### src/shared/tx_slot_pkg.sv
`default_nettype none
package tx_slot_pkg;

	localparam int ADDR_W = 8;
	localparam int DATA_W = 32;
	localparam int STRB_W = DATA_W / 8;

	localparam logic [ADDR_W-1:0] OFS_SLOT_MASK  = 8'hb8;
	localparam logic [ADDR_W-1:0] OFS_INT_ENABLE = 8'hbc;
	localparam logic [ADDR_W-1:0] OFS_STATUS     = 8'hc0;
	localparam logic [ADDR_W-1:0] OFS_SLOT_STATE = 8'hc4;

	localparam logic [DATA_W-1:0] SLOT_MASK_RESET  = 32'h0000_0000;
	localparam logic [DATA_W-1:0] INT_ENABLE_RESET = 32'h0000_0000;
	localparam logic [7:0]        STATUS_RESET     = 8'h00;

	localparam int EN_FRAME_START = 7;
	localparam int EN_DATA_READY  = 5;
	localparam int EN_FINAL_SLOT  = 4;
	localparam int EN_DMA_ERR     = 3;
	localparam int EN_CLK_FAIL    = 2;
	localparam int EN_SYNC        = 1;
	localparam int EN_UNDERRUN    = 0;
	localparam logic [DATA_W-1:0] INT_ENABLE_WMASK = 32'h0000_00bf;

	localparam int ST_DMA_ERR     = 7;
	localparam int ST_FRAME_START = 6;
	localparam int ST_DATA_READY  = 5;
	localparam int ST_FINAL_SLOT  = 4;
	localparam int ST_CLK_FAIL    = 2;
	localparam int ST_SYNC        = 1;
	localparam int ST_UNDERRUN    = 0;
	localparam int ST_ANY_ERROR   = 8;
	localparam logic [7:0] STATUS_FLAG_MASK = 8'hf7;

	localparam int SLOT_COUNT  = 384;
	localparam int SLOT_W      = 9;
	localparam int MASK_PERIOD = 32;
	localparam int MASK_SEL_W  = 5;
	localparam int SLOT_ACTIVE_POS = 16;

	localparam logic [1:0] RESP_OKAY   = 2'h0;
	localparam logic [1:0] RESP_SLVERR = 2'h2;

	typedef struct packed {
		logic frame_start;
		logic data_ready;
		logic final_slot;
		logic dma_err;
		logic clk_fail;
		logic unexpected_sync;
		logic underrun;
	} tx_events_s;

	typedef struct packed {
		logic              awvalid;
		logic [ADDR_W-1:0] awaddr;
		logic              wvalid;
		logic [DATA_W-1:0] wdata;
		logic [STRB_W-1:0] wstrb;
		logic              bready;
		logic              arvalid;
		logic [ADDR_W-1:0] araddr;
		logic              rready;
	} axil_req_s;

	typedef struct packed {
		logic              awready;
		logic              wready;
		logic              bvalid;
		logic [1:0]        bresp;
		logic              arready;
		logic              rvalid;
		logic [DATA_W-1:0] rdata;
		logic [1:0]        rresp;
	} axil_rsp_s;

endpackage
`default_nettype wire

### src/hw/tx_slot_select.sv
`timescale 1ns/1ps
`default_nettype none
module tx_slot_select #(
	parameter int SER_N = 4
) (
	input  wire logic                            clk,
	input  wire logic                            reset_n,
	input  wire logic [tx_slot_pkg::DATA_W-1:0]  slot_mask,
	input  wire logic [tx_slot_pkg::SLOT_W-1:0]  slot_number,
	input  wire logic                            slot_valid,
	input  wire logic [SER_N-1:0]                ser_shift_req,
	output logic                                 slot_active,
	output logic [SER_N-1:0]                     ser_shift_en
);

	typedef struct packed {
		logic             active;
		logic [SER_N-1:0] shift_en;
	} sel_state_s;

	sel_state_s state_ff;
	sel_state_s nxt_state;
	logic [tx_slot_pkg::MASK_SEL_W-1:0] mask_sel;
	logic                               mask_bit;

	// Low bits of the slot number give the slot modulo the mask period.
	assign mask_sel = slot_number[tx_slot_pkg::MASK_SEL_W-1:0]; // see [RULE2]
	assign mask_bit = slot_mask[mask_sel]; // see [RULE2]

	always_comb begin
		nxt_state = state_ff;
		nxt_state.active = slot_valid & mask_bit;
		// A masked slot silences every serializer, whatever it asks for.
		if (slot_valid && mask_bit) begin
			nxt_state.shift_en = ser_shift_req; // see [RULE4]
		end else begin
			nxt_state.shift_en = '0; // see [RULE3]
		end
	end

	always_ff @(posedge clk) begin
		if (!reset_n) begin
			state_ff <= '0;
		end else begin
			state_ff <= nxt_state;
		end
	end

	assign slot_active  = state_ff.active;
	assign ser_shift_en = state_ff.shift_en;

endmodule // tx_slot_select
`default_nettype wire

### src/hw/tx_slot_gate.sv
// Functional notes
// [RULE1] The transmit slot counter covers up to 384 slots per frame.
// [RULE2] The active bit for a slot is mask bit slot number modulo 32.
// [RULE3] A slot whose mask bit is 0 shifts no data on any serializer.
// [RULE4] A slot whose mask bit is 1 shifts data as each serializer asks.
// [RULE5] The transmit interrupt rises only for conditions enabled by 1.
// [RULE6] Enable bit 7 gates the start of frame condition.
// [RULE7] Enable bit 5 gates the data ready condition.
// [RULE8] Enable bit 4 gates the last slot condition.
// [RULE9] Enable bit 3 gates the DMA error condition.
// [RULE10] Enable bit 2 gates the clock failure condition.
// [RULE11] Enable bit 1 gates the unexpected frame sync condition.
// [RULE12] Enable bit 0 gates the underrun condition.
// [RULE13] Enable bits 31 to 8 and 6 read zero and ignore writes.
// [RULE14] Software should write zero to the reserved enable bits.
// [RULE15] A condition interrupts only while its flag and enable are set.
// [RULE16] A flag set in the cycle software clears it stays set.
// [RULE17] Slot mask and interrupt enable reset to all zeros.
//
// The AXI4-Lite slave port was decided locally.
`timescale 1ns/1ps
`default_nettype none
module tx_slot_gate #(
	parameter int SER_N      = 4,
	parameter int SLOT_COUNT = tx_slot_pkg::SLOT_COUNT
) (
	input  wire logic                           clk,
	input  wire logic                           reset_n,
	input  wire tx_slot_pkg::axil_req_s         axil_req,
	output tx_slot_pkg::axil_rsp_s              axil_rsp,
	input  wire logic [tx_slot_pkg::SLOT_W-1:0] slot_number,
	input  wire logic                           slot_valid,
	input  wire logic [SER_N-1:0]               ser_shift_req,
	input  wire tx_slot_pkg::tx_events_s        tx_events,
	output logic [SER_N-1:0]                    ser_shift_en,
	output logic                                tx_slot_active_bit,
	output logic [7:0]                          tx_status_flags,
	output logic                                tx_interrupt
);

	typedef struct packed {
		logic                           aw_held;
		logic [tx_slot_pkg::ADDR_W-1:0] aw_addr;
		logic                           w_held;
		logic [tx_slot_pkg::DATA_W-1:0] w_data;
		logic [tx_slot_pkg::STRB_W-1:0] w_strb;
		logic                           bvalid;
		logic [1:0]                     bresp;
		logic                           rvalid;
		logic [tx_slot_pkg::DATA_W-1:0] rdata;
		logic [1:0]                     rresp;
		logic [tx_slot_pkg::DATA_W-1:0] slot_mask;
		logic [tx_slot_pkg::DATA_W-1:0] int_enable;
		logic [7:0]                     flags;
		logic [tx_slot_pkg::SLOT_W-1:0] slot_seen;
		logic                           irq;
	} gate_state_s;

	gate_state_s state_ff;
	gate_state_s nxt_state;

	logic                           aw_take;
	logic                           w_take;
	logic                           ar_take;
	logic                           wr_fire;
	logic [7:0]                     flag_set;
	logic [7:0]                     flag_clr;
	logic                           pending;
	logic                           slot_active;
	logic [tx_slot_pkg::DATA_W-1:0] rd_word;
	logic                           rd_hit;

	// Merges the enabled byte lanes of a write into an old register value.
	function automatic logic [tx_slot_pkg::DATA_W-1:0] merge_lanes(
		input logic [tx_slot_pkg::DATA_W-1:0] old_val,
		input logic [tx_slot_pkg::DATA_W-1:0] new_val,
		input logic [tx_slot_pkg::STRB_W-1:0] strb
	);
		logic [tx_slot_pkg::DATA_W-1:0] res;
		res = old_val;
		for (int i = 0; i < tx_slot_pkg::STRB_W; i++) begin
			if (strb[i]) begin
				res[i*8 +: 8] = new_val[i*8 +: 8];
			end
		end
		return res;
	endfunction

	// True when an address names one of the implemented words.
	function automatic logic addr_mapped(
		input logic [tx_slot_pkg::ADDR_W-1:0] addr
	);
		logic hit;
		hit = (addr == tx_slot_pkg::OFS_SLOT_MASK)
			| (addr == tx_slot_pkg::OFS_INT_ENABLE)
			| (addr == tx_slot_pkg::OFS_STATUS)
			| (addr == tx_slot_pkg::OFS_SLOT_STATE);
		return hit;
	endfunction

	tx_slot_select #(
		.SER_N(SER_N)
	) u_select (
		.clk          (clk),
		.reset_n      (reset_n),
		.slot_mask    (state_ff.slot_mask),
		.slot_number  (slot_number),
		.slot_valid   (slot_valid),
		.ser_shift_req(ser_shift_req),
		.slot_active  (slot_active),
		.ser_shift_en (ser_shift_en)
	);

	// A slot number past the frame length is not recorded in slot_seen; the slot gating still uses it.
	logic slot_in_range;
	assign slot_in_range = 32'(slot_number) < SLOT_COUNT; // see [RULE1]

	assign aw_take = axil_req.awvalid & ~state_ff.aw_held & ~state_ff.bvalid;
	assign w_take  = axil_req.wvalid & ~state_ff.w_held & ~state_ff.bvalid;
	assign ar_take = axil_req.arvalid & ~state_ff.rvalid;
	assign wr_fire = state_ff.aw_held & state_ff.w_held & ~state_ff.bvalid;

	// Event pulses placed in the status layout.
	always_comb begin
		flag_set = '0;
		flag_set[tx_slot_pkg::ST_DMA_ERR]     = tx_events.dma_err;
		flag_set[tx_slot_pkg::ST_FRAME_START] = tx_events.frame_start;
		flag_set[tx_slot_pkg::ST_DATA_READY]  = tx_events.data_ready;
		flag_set[tx_slot_pkg::ST_FINAL_SLOT]  = tx_events.final_slot;
		flag_set[tx_slot_pkg::ST_CLK_FAIL]    = tx_events.clk_fail;
		flag_set[tx_slot_pkg::ST_SYNC]        = tx_events.unexpected_sync;
		flag_set[tx_slot_pkg::ST_UNDERRUN]    = tx_events.underrun;
	end

	// Status flags clear by writing 1; only lane 0 carries flag bits.
	always_comb begin
		flag_clr = '0;
		if (wr_fire && state_ff.aw_addr == tx_slot_pkg::OFS_STATUS
			&& state_ff.w_strb[0]) begin
			flag_clr = state_ff.w_data[7:0] & tx_slot_pkg::STATUS_FLAG_MASK;
		end
	end

	// Each condition needs both its flag and its own enable bit.
	always_comb begin
		pending = 1'b0;
		pending |= state_ff.flags[tx_slot_pkg::ST_FRAME_START]
			& state_ff.int_enable[tx_slot_pkg::EN_FRAME_START]; // see [RULE6]
		pending |= state_ff.flags[tx_slot_pkg::ST_DATA_READY]
			& state_ff.int_enable[tx_slot_pkg::EN_DATA_READY]; // see [RULE7]
		pending |= state_ff.flags[tx_slot_pkg::ST_FINAL_SLOT]
			& state_ff.int_enable[tx_slot_pkg::EN_FINAL_SLOT]; // see [RULE8]
		pending |= state_ff.flags[tx_slot_pkg::ST_DMA_ERR]
			& state_ff.int_enable[tx_slot_pkg::EN_DMA_ERR]; // see [RULE9]
		pending |= state_ff.flags[tx_slot_pkg::ST_CLK_FAIL]
			& state_ff.int_enable[tx_slot_pkg::EN_CLK_FAIL]; // see [RULE10]
		pending |= state_ff.flags[tx_slot_pkg::ST_SYNC]
			& state_ff.int_enable[tx_slot_pkg::EN_SYNC]; // see [RULE11]
		pending |= state_ff.flags[tx_slot_pkg::ST_UNDERRUN]
			& state_ff.int_enable[tx_slot_pkg::EN_UNDERRUN]; // see [RULE12]
	end

	// Read decode; the error summary is rebuilt from the flags each read.
	always_comb begin
		rd_word = '0;
		rd_hit = addr_mapped(axil_req.araddr);
		case (axil_req.araddr)
			tx_slot_pkg::OFS_SLOT_MASK: begin
				rd_word = state_ff.slot_mask;
			end
			tx_slot_pkg::OFS_INT_ENABLE: begin
				rd_word = state_ff.int_enable
					& tx_slot_pkg::INT_ENABLE_WMASK; // see [RULE13]
			end
			tx_slot_pkg::OFS_STATUS: begin
				rd_word[7:0] = state_ff.flags;
				rd_word[tx_slot_pkg::ST_ANY_ERROR] =
					state_ff.flags[tx_slot_pkg::ST_DMA_ERR]
					| state_ff.flags[tx_slot_pkg::ST_CLK_FAIL]
					| state_ff.flags[tx_slot_pkg::ST_SYNC]
					| state_ff.flags[tx_slot_pkg::ST_UNDERRUN];
			end
			tx_slot_pkg::OFS_SLOT_STATE: begin
				rd_word[tx_slot_pkg::SLOT_W-1:0] = state_ff.slot_seen;
				rd_word[tx_slot_pkg::SLOT_ACTIVE_POS] = slot_active;
			end
			default: begin
				rd_word = '0;
			end
		endcase
	end

	always_comb begin
		nxt_state = state_ff;

		if (aw_take) begin
			nxt_state.aw_held = 1'b1;
			nxt_state.aw_addr = axil_req.awaddr;
		end
		if (w_take) begin
			nxt_state.w_held = 1'b1;
			nxt_state.w_data = axil_req.wdata;
			nxt_state.w_strb = axil_req.wstrb;
		end

		if (wr_fire) begin
			nxt_state.aw_held = 1'b0;
			nxt_state.w_held  = 1'b0;
			nxt_state.bvalid  = 1'b1;
			if (addr_mapped(state_ff.aw_addr)) begin
				nxt_state.bresp = tx_slot_pkg::RESP_OKAY;
			end else begin
				nxt_state.bresp = tx_slot_pkg::RESP_SLVERR;
			end
			case (state_ff.aw_addr)
				tx_slot_pkg::OFS_SLOT_MASK: begin
					nxt_state.slot_mask = merge_lanes(state_ff.slot_mask,
						state_ff.w_data, state_ff.w_strb);
				end
				tx_slot_pkg::OFS_INT_ENABLE: begin
					// Reserved bits are dropped here, so they never store.
					nxt_state.int_enable = merge_lanes(state_ff.int_enable,
						state_ff.w_data, state_ff.w_strb)
						& tx_slot_pkg::INT_ENABLE_WMASK; // see [RULE13]
				end
				default: begin
					nxt_state.int_enable = state_ff.int_enable;
				end
			endcase
		end else if (state_ff.bvalid && axil_req.bready) begin
			nxt_state.bvalid = 1'b0;
		end

		if (ar_take) begin
			nxt_state.rvalid = 1'b1;
			nxt_state.rdata  = rd_word;
			if (rd_hit) begin
				nxt_state.rresp = tx_slot_pkg::RESP_OKAY;
			end else begin
				nxt_state.rresp = tx_slot_pkg::RESP_SLVERR;
			end
		end else if (state_ff.rvalid && axil_req.rready) begin
			nxt_state.rvalid = 1'b0;
		end

		// A set in the same cycle as a clear leaves the flag set.
		nxt_state.flags = ((state_ff.flags & ~flag_clr) | flag_set)
			& tx_slot_pkg::STATUS_FLAG_MASK; // see [RULE16]

		if (slot_valid && slot_in_range) begin
			nxt_state.slot_seen = slot_number; // see [RULE1]
		end

		// Registered so the line is glitch free toward the core.
		nxt_state.irq = pending; // see [RULE5] see [RULE15]
	end

	always_ff @(posedge clk) begin
		if (!reset_n) begin
			state_ff <= '0;
			state_ff.slot_mask  <= tx_slot_pkg::SLOT_MASK_RESET; // see [RULE17]
			state_ff.int_enable <= tx_slot_pkg::INT_ENABLE_RESET; // see [RULE17]
			state_ff.flags      <= tx_slot_pkg::STATUS_RESET;
		end else begin
			state_ff <= nxt_state;
		end
	end

	always_comb begin
		axil_rsp = '0;
		axil_rsp.awready = ~state_ff.aw_held & ~state_ff.bvalid;
		axil_rsp.wready  = ~state_ff.w_held & ~state_ff.bvalid;
		axil_rsp.bvalid  = state_ff.bvalid;
		axil_rsp.bresp   = state_ff.bresp;
		axil_rsp.arready = ~state_ff.rvalid;
		axil_rsp.rvalid  = state_ff.rvalid;
		axil_rsp.rdata   = state_ff.rdata;
		axil_rsp.rresp   = state_ff.rresp;
	end

	assign tx_slot_active_bit = slot_active;
	assign tx_status_flags    = state_ff.flags;
	assign tx_interrupt       = state_ff.irq;

endmodule // tx_slot_gate
`default_nettype wire

### config.mk
export PLATFORM = sky130hd
export DESIGN_NAME = tx_slot_gate
export DESIGN_NICKNAME = d
export VERILOG_FILES = /design/src/shared/tx_slot_pkg.sv /design/src/hw/tx_slot_select.sv /design/src/hw/tx_slot_gate.sv
export SDC_FILE = /design/constraint.sdc
export NUM_CORES = 1
export LEC_CHECK = 0
export BUFFER_PORTS_ARGS = -buffer_cell sky130_fd_sc_hd__clkbuf_2
export CELL_PAD_IN_SITES_DETAIL_PLACEMENT = 0
export CELL_PAD_IN_SITES_GLOBAL_PLACEMENT = 1
export CORE_ASPECT_RATIO = 0.8
export CORE_MARGIN = 2
export CORE_UTILIZATION = 43
export DETAILED_ROUTE_END_ITERATION = 12
export GPL_ROUTABILITY_DRIVEN = 0
export PLACE_DENSITY_LB_ADDON = 0.1
export SKIP_LAST_GASP = 1
export SYNTH_ARGS = -nofsm -noshare
export SYNTH_HDL_FRONTEND = slang
export SYNTH_SLANG_ARGS = --single-unit
### constraint.sdc
create_clock -name clk -period 5.6 [get_ports clk]
set_clock_uncertainty 0.05 [all_clocks]
set_input_delay 1.12 -clock clk [delete_from_list [all_inputs] [get_ports clk]]
set_output_delay 1.12 -clock clk [all_outputs]
set_load 0.02 [all_outputs]
==> flow_summary.rst <==
.. list-table::
   :header-rows: 1

   * - Metric
     - Value
   * - Result of the run
     - complete, no violations
   * - Root buffer selected by CTS
     - clkbuf_16
   * - Switching part of the total power
     - 22.9%
   * - Nets
     - ~830
   * - Class of the most critical setup path
     - primary input to flop
   * - Die Span X
     - 135 um
   * - Unrepaired setup endpoints after global routing
     - false
   * - Worst flop-to-flop path endpoint
     - axil_rsp[25]
   * - Hold bufs inserted after CTS
     - 0
   * - Slew Limit Headroom
     - 28.5%
   * - Total wirelength of the detailed-routed design
     - 14800 um
   * - Total iterations of the first detailed-routing run
     - 5
   * - Highest fanout seen on the critical path
     - 26
   * - Number of vias after detailed routing
     - 4834
   * - Filler Cell Count
     - 1291
   * - MaxCap Viol Count
     - 0
   * - Final number of max-transition violations
     - 0
   * - Worst Hold Depth
     - 2
   * - Average wire per cell in the routed design
     - 15.6 um
   * - Reg2reg setup slack
     - 2.53 ns
   * - Vias per cell
     - 5.11
   * - Number of distinct library cell variants in the gate-level netlist after synthesis
     - 43
   * - Standard-cell rows
     - 38
   * - PostCTS Resize Cnt
     - 0
   * - Antenna cells
     - 0
   * - Total routing usage reported by global routing
     - 20.5%
   * - CTS sink cnt
     - approximately 140
   * - Number of buffers inserted to repair setup after CTS
     - 0
   * - Clock share of power
     - 50.0%
   * - Starting utilization of the core area
     - 43.6%
   * - Total power density per cell area
     - 359 mW/mm2
   * - Worst min-delay path startpoint
     - state_ff[137]
   * - Class of the tightest hold or removal check
     - flop to flop
   * - Final total negative setup slack
     - 0 ns
   * - Crit path launch
     - axil_req[9]
   * - Core Region
     - ~0.013 mm2
   * - Detail Route Antenna Nets
     - 0
   * - Final hold viol count
     - 0
   * - Number of buffers on the longest clock path
     - 2
   * - Portion of the post-synthesis area used by sequential elements
     - roughly half
   * - DP Area
     - approximately 0.0063 mm2
   * - Post-route cell area
     - a little under 0.007 mm2
   * - Data required, critical path
     - 5.87 ns
   * - Final period utilization
     - between 60% and 70%
   * - Yosys warning total
     - 0
   * - Area of the multi-input gates
     - about 0.0025 mm2
   * - Worst-skew pair later-pin latency
     - 0.42 ns
   * - Commonest cells after routing, fill and taps aside
     - 169 x nand2_1, 143 x dfxtp_1, 131 x clkbuf_2
   * - DRC violations left
     - 0
   * - Cell area after synthesis
     - just under 0.006 mm2
   * - Hold Worst Slack
     - 0.405 ns
   * - TritonCTS clock tree
     - built
   * - Worst hold endpoint
     - state_ff[137]
   * - Combinational share of power
     - roughly 7%
   * - Post-synthesis sequential element count
     - 143
   * - Footprint of the flip-flops and latches
     - ~0.0029 mm2
   * - Final Power
     - about 0.0025 W
   * - Global-route wire length before repair
     - around 23000 um
   * - Start of the worst register-to-register path
     - axil_rsp[34]
   * - Pin count of the biggest net entering global routing
     - 64
   * - Half-perimeter wire length after placement
     - 10300 um
   * - Die area
     - 0.0146 mm2
   * - Seq pwr share
     - between 40 and 50%
   * - Cell internal pwr
     - about 0.0019 W
   * - Per-instance average area after synthesis
     - roughly 8.6 um2
   * - Vert. Die Dim
     - 109 um
   * - Number of global-route vias before repair
     - roughly 4.5k
   * - Worst EP arrival
     - around 3.7 ns
   * - Antenna violations before repair
     - 0
   * - TritonCTS Buffers
     - 17
   * - Kind of launch point of the worst setup path
     - primary input
   * - Static power due to leakage
     - 2.86 nW
   * - Clock transition at path regs
     - 0.06 ns
   * - Worst r2r path cells
     - 5
   * - Maximum level of the CTS H-tree
     - 4
   * - Area growth, synth to finish
     - 17.9%
   * - Port bufs
     - 131
   * - Reported net switching power
     - 0.000571 W
   * - Most common cell after layout, fill and taps aside
     - nand2_1
   * - Top-level I/O count
     - between 100 and 150
   * - Transition at the pin with the smallest max-transition slack
     - 1.07 ns
   * - Initial DRC count
     - about 350
   * - Number of instances in the synthesized netlist
     - 681
   * - Total global routing overflow
     - 0
   * - Nature of the critical path endpoint
     - flop
   * - Shortest clock period the worst path allows after layout
     - 3.43 ns
   * - Total setup violations reported at the end of the flow
     - 0
   * - Upper clock frequency limit
     - ~290 MHz
   * - Maximum vdd drop
     - 0.000193 V
   * - Fraction of layout instances using a drive strength above 1
     - 23.5%
## power groups by stage
stage	clock (W)	combinational, W	sequential (W)
finish	0.00124	0.000168	0.00108
global route	0.00131	0.000185	0.00108
CTS	0.00126	0.000169	0.00108
detailed placement	0	0.000169	0.00110
global placement	0	0.000165	0.00110
floorplan	0	0.000117	0.00109
## kinds of logic after synthesis
logic type	count (synthesis)	synth area share [%]
AOI/OAI and AO/OA	159	16.9
buffers and inverters	93	9.42
DFF	143	48.7
muxes	36	7.03
other	1	0.0639
and+or+nand+nor	249	17.8
## cells in the mapped netlist (all sizes together)
master	count	share of area, %
nor3b	1	0.13
a21oi	84	7.2
nor2b	3	0.32
dfxtp	143	49
nand2b	3	0.32
and4b	1	0.17
o21ai	8	0.68
a31oi	2	0.21
nand3	2	0.17
mux4	4	1.5
a221oi	11	1.6
nand2	169	11
a222oi	1	0.17
mux2	2	0.38
inv	9	0.58
or4	1	0.13
nor4b	2	0.40
nand4	1	0.11
nor3	1	0.085
nor2	47	3.0
a21boi	7	0.89
and3	2	0.21
conb	1	0.064
o221a	1	0.19
o21a	8	1.0
a221o	1	0.17
or3b	1	0.15
o31ai	4	0.51
a22o	2	0.30
nand4b	1	0.15
nand3b	1	0.13
and2	11	1.2
clkbuf	30	1.9
or4b	1	0.17
mux2i	30	5.1
a311oi	1	0.26
a22oi	29	3.7
nor4	1	0.21
buf	54	6.9
## metrics by stage
stage / std cells / worst slack, ns / util (%)
final: 946 / 2.17 / 51.5
after CTS: 946 / 2.26 / 51.5
after global placement: 914 / 2.00 / 46.6
after detailed placement: 914 / 1.84 / 46.6
after global routing: 946 / 1.93 / 51.5
after floorplan: 683 / 2.85 / -
## routing by layer
layer / track usage [%] / part of all wire, % / up-vias
met5: 0 / 0 / -
met4: 6.77 / 0.75 / 0
met3: 4.97 / 5.8 / 7
met2: 29.7 / 43 / 145
met1: 29.8 / 51 / 2250
li1: - / - / 2432
## flip-flops by register name (all words and copies together) (netlist names)
register / flops
tx_interrupt: 1
axil_rsp: 36
tx_status_flags: 7
u_select.ser_shift_en: 4
u_select.slot_active: 1
state_ff: 94
## worst max-delay path: stages
cell and delay, ns:
clkbuf_2 0.09, nand2b_1 0.54, nor4b_1 0.78, and3_1 0.86, a22oi_1 0.15, nor2_1 0.15
## worst max-delay path by stage
stage | slack [ns] | end | cells past startpoint
floorplan | 2.85 | u_select.ser_shift_en[0] | 7
global placement | 2.00 | axil_rsp[19] | 6
detailed placement | 1.84 | axil_rsp[25] | 6
CTS | 2.26 | axil_rsp[25] | 6
global route | 1.93 | axil_rsp[21] | 6
finish | 2.17 | axil_rsp[25] | 6
## layout make-up
cell class	count	area share, %
multi-input cells	447	35.6
clock buffers	18	6.34
flip-flops and latches	143	41.3
repair buffers	135	9.90
clock inverters	14	3.05
inverters	9	0.506
well taps	180	3.25
(Power assumes the default switching activity.)
